### config.mk
export PLATFORM = sky130hd
export DESIGN_NAME = afrmc_top
export DESIGN_NICKNAME = d
export VERILOG_FILES = /design/src/verilog/afrmc_pkg.sv /design/src/verilog/afrmc_rate_div.sv /design/src/verilog/afrmc_top.sv
export VERILOG_INCLUDE_DIRS = /design/src /design/src/verilog
export SDC_FILE = /design/constraint.sdc
export NUM_CORES = 1
export LEC_CHECK = 0
export ABC_CLOCK_PERIOD_IN_PS = 4600
export BUFFER_PORTS_ARGS = -buffer_cell sky130_fd_sc_hd__buf_4
export CORE_MARGIN = 10
export CORE_UTILIZATION = 35
export CTS_CLUSTER_DIAMETER = 120
export CTS_CLUSTER_SIZE = 40
export DETAILED_ROUTE_END_ITERATION = 8
export SYNTH_ARGS = -nofsm -noshare
export SYNTH_HDL_FRONTEND = slang
export SYNTH_SLANG_ARGS = --single-unit
### constraint.sdc
create_clock -name core_clk -period 4.6 [get_ports core_clk]
set_clock_uncertainty 0.05 [all_clocks]
set_input_delay 0.46 -clock core_clk [delete_from_list [all_inputs] [get_ports core_clk]]
set_output_delay 0.46 -clock core_clk [all_outputs]
set_load 0.05 [all_outputs]
### src/verilog/afrmc_defines.svh
// constants for the filter rate and mode control block
// Overview of operation
// - A set parity enable puts the data parity bit in the status byte appended to each data word.
// - With status append set, each data read carries the status byte after the data.
// - A set single-cycle settle bit makes every conversion settled, giving zero latency.
// - Single-cycle settle is ignored with several channels enabled or in single conversion.
// - With the sixty-hertz bit set and the first notch at 50 Hz, a 60 Hz notch is added.
// - The 10-bit rate divider code, 1 to 1023, sets cutoff, first notch and output rate.
// - Without chopping or zero latency in continuous mode the output rate is master clock / 1024 / code.
// - Without chopping the first notch equals the output rate on a single channel.
// - With chopping the rate is master clock / 1024 / (filter order times code).
// - With chopping extra notches appear at odd multiples of a rate-derived frequency.
// - Order select clear picks fourth order, set picks third order, the N of the chop rate.
`ifndef AFRMC_DEFINES_SVH
`define AFRMC_DEFINES_SVH

// ----------------------------------------
// widths
// ----------------------------------------
`define AFRMC_FS_W 10
`define AFRMC_DATA_W 24
`define AFRMC_STAT_W 8
`define AFRMC_WORD_W 32

// ----------------------------------------
// rate figures
// ----------------------------------------
`define AFRMC_PRE_DIV 1024
`define AFRMC_PRE_MAX 10'h3FF
`define AFRMC_MCLK_HZ 4920000
`define AFRMC_MAINS_A_HZ 50
`define AFRMC_FS_50HZ (`AFRMC_MCLK_HZ / `AFRMC_PRE_DIV / `AFRMC_MAINS_A_HZ)
`define AFRMC_ORDER_SINC4 3'h4
`define AFRMC_ORDER_FILTER_ORDER_SELECT 3'h3

// ----------------------------------------
// reset values and status fields
// ----------------------------------------
`define AFRMC_FS_RESET 10'h060
`define AFRMC_BITS_PLAIN 6'h18
`define AFRMC_BITS_APPEND 6'h20
`define AFRMC_ST_RDY_N 7
`define AFRMC_ST_ERR 6
`define AFRMC_ST_PAR 4

`endif

### src/verilog/afrmc_pkg.sv
// shared types of the filter rate and mode control block
package afrmc_pkg;

  // mode configuration as written by host software
  typedef struct packed {
    logic parity_check_enable;
    logic status_append_enable;
    logic reserved_zero_bit;
    logic single_cycle_settle;
    logic sixty_hertz_notch_enable;
    logic filter_order_select;
    logic chop_enable;
    logic continuous_mode;
    logic multi_channel;
    logic [9:0] rate_divider_code;
  } afrmc_cfg_type;

  // one converted sample from the modulator side
  typedef struct packed {
    logic [23:0] data;
    logic [2:0] chan;
  } afrmc_sample_type;

  // filter response summary
  typedef struct packed {
    logic first_notch_at_rate;
    logic first_notch_50hz;
    logic notch_60hz_added;
    logic chop_odd_notches;
  } afrmc_notch_type;

endpackage

### src/verilog/afrmc_rate_div.sv
// divider from master clock ticks to conversion pulses
`timescale 1ns/1ns
`include "afrmc_defines.svh"

module afrmc_rate_div (
  // clock and reset
  input wire logic core_clk,
  input wire logic reset,
  // control
  input wire logic restart,
  input wire logic mclk_tick,
  input wire logic [9:0] fs_code,
  input wire logic [2:0] mult,
  // result
  output logic conv_pulse
);

  logic [9:0] pre_reg;
  logic [9:0] fs_cnt_reg;
  logic [2:0] mult_cnt_reg;
  logic pulse_reg;

  wire pre_wrap = mclk_tick && (pre_reg == `AFRMC_PRE_MAX);
  wire fs_wrap = pre_wrap && (fs_cnt_reg == fs_code - 10'h001);
  wire mult_wrap = fs_wrap && (mult_cnt_reg == mult - 3'h1);

  // master clock / 1024 / code / multiplier
  always_ff @(posedge core_clk) begin
    if (reset || restart) begin
      pre_reg <= 10'h000;
      fs_cnt_reg <= 10'h000;
      mult_cnt_reg <= 3'h0;
      pulse_reg <= 1'b0;
    end else begin
      pulse_reg <= mult_wrap;
      if (mclk_tick) begin
        pre_reg <= pre_reg + 10'h001;
      end
      if (pre_wrap) begin
        fs_cnt_reg <= fs_wrap ? 10'h000 : fs_cnt_reg + 10'h001;
      end
      if (fs_wrap) begin
        mult_cnt_reg <= mult_wrap ? 3'h0 : mult_cnt_reg + 3'h1;
      end
    end
  end

  assign conv_pulse = pulse_reg;

endmodule

### src/verilog/afrmc_top.sv
// filter rate and mode control: rate, settling, notches, data word
`timescale 1ns/1ns
`include "afrmc_defines.svh"

module afrmc_top (
  // clock and reset
  input wire logic core_clk,
  input wire logic reset,
  // configuration
  input wire afrmc_pkg::afrmc_cfg_type cfg_in,
  input wire logic cfg_load,
  // master clock pin
  input wire logic mclk_pin,
  // modulator side
  input wire afrmc_pkg::afrmc_sample_type sample_in,
  // conversion results
  output logic conv_strobe_reg,
  output logic data_valid_reg,
  output logic [31:0] read_word_reg,
  output logic [5:0] read_bits_reg,
  // filter state
  output logic [22:0] divide_total_reg,
  output logic [2:0] filter_order_reg,
  output logic zero_latency_reg,
  output afrmc_pkg::afrmc_notch_type notch_reg,
  output logic cfg_error_reg
);

  // ----------------------------------------
  // configuration register
  // ----------------------------------------
  afrmc_pkg::afrmc_cfg_type cfg_reg;
  logic restart_reg;

  always_ff @(posedge core_clk) begin
    if (reset) begin
      cfg_reg <= '0;
      cfg_reg.continuous_mode <= 1'b1;
      cfg_reg.rate_divider_code <= `AFRMC_FS_RESET;
      restart_reg <= 1'b0;
    end else begin
      restart_reg <= cfg_load;
      if (cfg_load) begin
        cfg_reg <= cfg_in;
      end
    end
  end

  // ----------------------------------------
  // master clock synchroniser
  // ----------------------------------------
  logic mclk_s1_reg;
  logic mclk_s2_reg;
  logic mclk_s3_reg;
  logic mclk_lvl_reg;

  wire mclk_agree = (mclk_s2_reg == mclk_s3_reg);
  wire mclk_tick = mclk_agree && mclk_s3_reg && !mclk_lvl_reg;

  always_ff @(posedge core_clk) begin
    if (reset) begin
      mclk_s1_reg <= 1'b0;
      mclk_s2_reg <= 1'b0;
      mclk_s3_reg <= 1'b0;
      mclk_lvl_reg <= 1'b0;
    end else begin
      mclk_s1_reg <= mclk_pin;
      mclk_s2_reg <= mclk_s1_reg;
      mclk_s3_reg <= mclk_s2_reg;
      if (mclk_agree) begin
        mclk_lvl_reg <= mclk_s3_reg;
      end
    end
  end

  // ----------------------------------------
  // rate decode
  // ----------------------------------------
  wire fs_zero = (cfg_reg.rate_divider_code == 10'h000);
  wire [9:0] fs_eff = fs_zero ? 10'h001 : cfg_reg.rate_divider_code;
  wire [2:0] order_n = cfg_reg.filter_order_select ? `AFRMC_ORDER_FILTER_ORDER_SELECT
                                                   : `AFRMC_ORDER_SINC4;
  wire zl_eff = cfg_reg.single_cycle_settle && !cfg_reg.multi_channel
                && cfg_reg.continuous_mode;
  wire [2:0] mult = (cfg_reg.chop_enable || zl_eff) ? order_n : 3'h1;
  wire [22:0] divide_total = 23'(`AFRMC_PRE_DIV) * 23'(fs_eff) * 23'(mult);
  wire [2:0] settle_need = (cfg_reg.chop_enable || zl_eff) ? 3'h0 : order_n - 3'h1;

  logic conv_pulse;

  afrmc_rate_div u_rate_div (
    .core_clk(core_clk),
    .reset(reset),
    .restart(restart_reg),
    .mclk_tick(mclk_tick),
    .fs_code(fs_eff),
    .mult(mult),
    .conv_pulse(conv_pulse)
  );

  // ----------------------------------------
  // notch decode
  // ----------------------------------------
  wire at_rate = !cfg_reg.chop_enable && !cfg_reg.multi_channel;
  wire is_50hz = at_rate && (fs_eff == 10'(`AFRMC_FS_50HZ));
  wire add_60 = cfg_reg.sixty_hertz_notch_enable && is_50hz;
  wire cfg_bad = cfg_reg.reserved_zero_bit || fs_zero;

  always_ff @(posedge core_clk) begin
    if (reset) begin
      divide_total_reg <= 23'h000000;
      filter_order_reg <= `AFRMC_ORDER_SINC4;
      zero_latency_reg <= 1'b0;
      notch_reg <= '0;
      cfg_error_reg <= 1'b0;
    end else begin
      divide_total_reg <= divide_total;
      filter_order_reg <= order_n;
      zero_latency_reg <= zl_eff;
      notch_reg.first_notch_at_rate <= at_rate;
      notch_reg.first_notch_50hz <= is_50hz;
      notch_reg.notch_60hz_added <= add_60;
      notch_reg.chop_odd_notches <= cfg_reg.chop_enable;
      cfg_error_reg <= cfg_bad;
    end
  end

  // ----------------------------------------
  // settling and data word
  // ----------------------------------------
  logic [2:0] settle_reg;

  wire settled = (settle_reg == 3'h0);
  wire parity_bit = cfg_reg.parity_check_enable && (^sample_in.data);
  wire [7:0] status_byte = {!settled, cfg_bad, 1'b0, parity_bit, 1'b0, sample_in.chan};
  wire [31:0] word_app = {sample_in.data, status_byte};
  wire [31:0] word_plain = {8'h00, sample_in.data};
  wire [31:0] word_sel = cfg_reg.status_append_enable ? word_app : word_plain;
  wire [5:0] bits_sel = cfg_reg.status_append_enable ? `AFRMC_BITS_APPEND
                                                     : `AFRMC_BITS_PLAIN;

  always_ff @(posedge core_clk) begin
    if (reset || restart_reg) begin
      settle_reg <= reset ? 3'h3 : settle_need;
      conv_strobe_reg <= 1'b0;
      data_valid_reg <= 1'b0;
    end else begin
      conv_strobe_reg <= conv_pulse;
      if (conv_pulse) begin
        data_valid_reg <= settled;
        if (!settled) begin
          settle_reg <= settle_reg - 3'h1;
        end
      end
    end
  end

  always_ff @(posedge core_clk) begin
    if (reset) begin
      read_word_reg <= 32'h00000000;
      read_bits_reg <= `AFRMC_BITS_PLAIN;
    end else if (conv_pulse && settled) begin
      read_word_reg <= word_sel;
      read_bits_reg <= bits_sel;
    end
  end
endmodule
==> summary.md <==
| Metric | Value |
|---|---|
| Status | completed |
| WP data arrival | between 4000 and 5000 ps |
| FILL cells | 1600 |
| Max Freq | around 240 MHz |
| Synthesis Warnings | 0 |
| Number of port buffers | 108 |
| Crit Reg-Reg Startpoint | cfg_reg[4]$_SDFFE_PP0P_ |
| Total core area | between 0.015 and 0.02 sq mm |
| Diodes inserted | 0 |
| Post-Route WL | ~14 mm |
| Critical path launch point | cfg_reg[4]$_SDFFE_PP0P_ |
| Largest net degree at the start of global routing | a little under 80 |
| HPWL after DPL | between 10 and 15 mm |
| Critical path type | flip-flop to flip-flop |
| Die W | roughly 150 microns |
| CP required | ~4800 ps |
| Nets | around 800 |
| Setup bufs post-CTS | 0 |
| Clock slew at reported path FFs | 80 ps |
| Hold Startpoint | cfg_in[5] |
| Synth Instances | around 640 |
| Relative slew slack | 0.295 |
| Max IR drop VDD | ~0.21 mV |
| Hold slack | between 200 and 300 ps |
| Top Metal Used | met4 |
| Max-slew violation count | 0 |
| Main synth FF type | dfxtp_1 |
| Final setup fails | 0 |
| Cell Area, Placed | ~0.0065 sq mm |
| Total CTS buffers | 9 |
| Layout cells sized above 1 | 0.197 |
| Detailed-router iteration count before antenna repair | 4 |
| Hold Crit Class | input port to flip-flop |
| Sequential area share after synthesis | 0.389 |
| H-tree lvl count | 3 |
| CP max FO | 14 |
| Setup tns final | 0 ps |
| Element type at the critical path start | flip-flop |
| CTS tree | built |
| Vias after detailed routing | approximately 4600 |
| Syn_area_per_cell | around 9 sq um |
| Drt via density | approximately 4.9 |
| Hold bufs inserted after CTS | 0 |
| Longest Clk Path Bufs | 2 |
| Maxcap violations | 0 |
| Yosys reg bits | ~110 |
| Synth async-reset ratio | 0 |
| Final ANT Viol Nets | 0 |
| Total track usage | 0.132 |
| # rows | 46 |
| Post_cts resized | 0 |
| CP endpoint kind | flip-flop |
| Commonest non-fill, non-tap cell in the layout | buf_4 |
| # clock sinks | 108 |
| Worst-Margin Slew | between 1000 and 1500 ps |
| Most frequent cells in the layout | buf_4, dfxtp_1, nor2_1 |
| GPL Wtd Cong | around 0.84 |
| Met2 Routed Length | 6.92 mm |
| Skew-Pair Late Insertion Delay | about 360 ps |
| DRT met1 WL | ~6.4 mm |
| # IOs | between 100 and 150 |
| Die area | between 0.02 and 0.025 sq mm |
| Grt total ovfl | 0 |
| Initial core utilization | 0.356 |
| Max FFs per register | 32 |
| Final Hold Violating Endpoints | 0 |
| P_leak | roughly 2.8 nW |
| Post-route cell area | 0.00684 sq mm |
| Yosys cell types | 58 |
| Initial antenna violation count | 0 |
| Minimum clock period | ~4000 ps |
| Drt wl/cell | approximately 15 microns |
| WL met3 | slightly above 800 microns |
| Cell area after synthesis | about 0.0056 sq mm |
| PwrDens | around 320 mW/mm^2 |
| Drt initial violations | 230 |
| Syn-to-layout area delta | 21.3% |
| Post-synth EDFFs | 3 |
| CTS Root Buffer Type | clkbuf_16 |
| First-pass GRT wire length | between 20 and 25 mm |
| Die Span Y | between 100 and 150 microns |
| Vias in the first global route | around 4700 |
| Final period utilization | 0.891 |
| Final core occ | 0.432 |
| DRC viols | 0 |
| RSZ-0062 raised after global routing | false |
synth_stat cells, types with 4 or more instances:
cell      number  area (sq um)
nand4_1        5          31.3
dfxtp_1      105          2100
nor3_1        13          65.1
inv_1         29           109
nor2b_1       15          93.8
a211o_1        4          35.0
o21ai_0       12          60.1
nor2_1        88           330
nand3b_1       5          37.5
a211oi_1      27           203
nand2b_1       4          25.0
nand2_1       55           206
or2_2          5          31.3
ha_1          18           225
fa_1           9           180
or3_1          7          43.8
nand3_1       19          95.1
a21oi_1       26           130
xor2_1        14           123
xnor2_1       36           315
clkbuf_1      32           120
buf_4         15           113
and2_1         7          43.8
mux2i_1       42           420
final timing paths:
path / to / slack (ps) / cells after the start
hold / removal: cfg_reg[5]$_SDFFE_PP1P_ / 250 / 2
setup reg to reg: divide_total_reg[22]$_SDFF_PP0_ / 500 / 14
hold reg to reg: mclk_s2_reg$_SDFF_PP0_ / 390 / 1
setup / recovery: divide_total_reg[22]$_SDFF_PP0_ / 500 / 14
power breakdown:
part / leakage (nW) / internal [mW] / switching, mW
logic: 1.79 / 0.145 / 0.212
registers: 0.882 / 0.965 / 0.0225
clock network: 0.145 / 0.431 / 0.379
worst max-delay path: stages (launching register included):
cell,delay (ps)
dfxtp_1,450
nor4_1,450
a31oi_1,240
nand2b_1,240
fa_1,540
inv_1,40
ha_1,220
fa_1,400
a21o_1,190
a21oi_1,170
nor2b_1,80
o21a_1,180
o41a_1,350
a211oi_1,270
nor3_1,80
layout make-up:
cell class	count	area, sq um	area share
clock buffers	9	225	0.0329
clock inverters	7	80.1	0.0117
inverters	29	109	0.0159
multi-input cells	465	3100	0.454
flip-flops and latches	108	2190	0.321
well taps	216	270	0.0395
repair buffers	114	856	0.125
cell families (layout without fill, tap and decap cells):
group | after synthesis | in the layout | synth area share
AOI/OAI and AO/OA | 91 | 91 | 0.108
other | 1 | 13 | 0.000665
buffers and inverters | 83 | 159 | 0.0695
xor gates and xnor gates | 50 | 50 | 0.0777
muxes | 42 | 42 | 0.0746
and+or+nand+nor | 242 | 242 | 0.209
DFF | 108 | 108 | 0.389
adders and majority gates | 27 | 27 | 0.0719
through the flow:
step	power, mW	cells	worst slack, ps
final	2.15	948	499
after CTS	2.19	948	477
after global placement	1.36	932	562
after floorplan	1.28	656	684
after detailed placement	1.37	932	517
after global routing	2.26	948	245
layer usage:
metal / vias to the layer above / global-route usage
met5: - / 0
met4: 0 / 0.0406
met3: 15 / 0.0467
met2: 100 / 0.220
met1: 2168 / 0.157
li1: 2318 / -
Power figures use the tool's default switching activity.
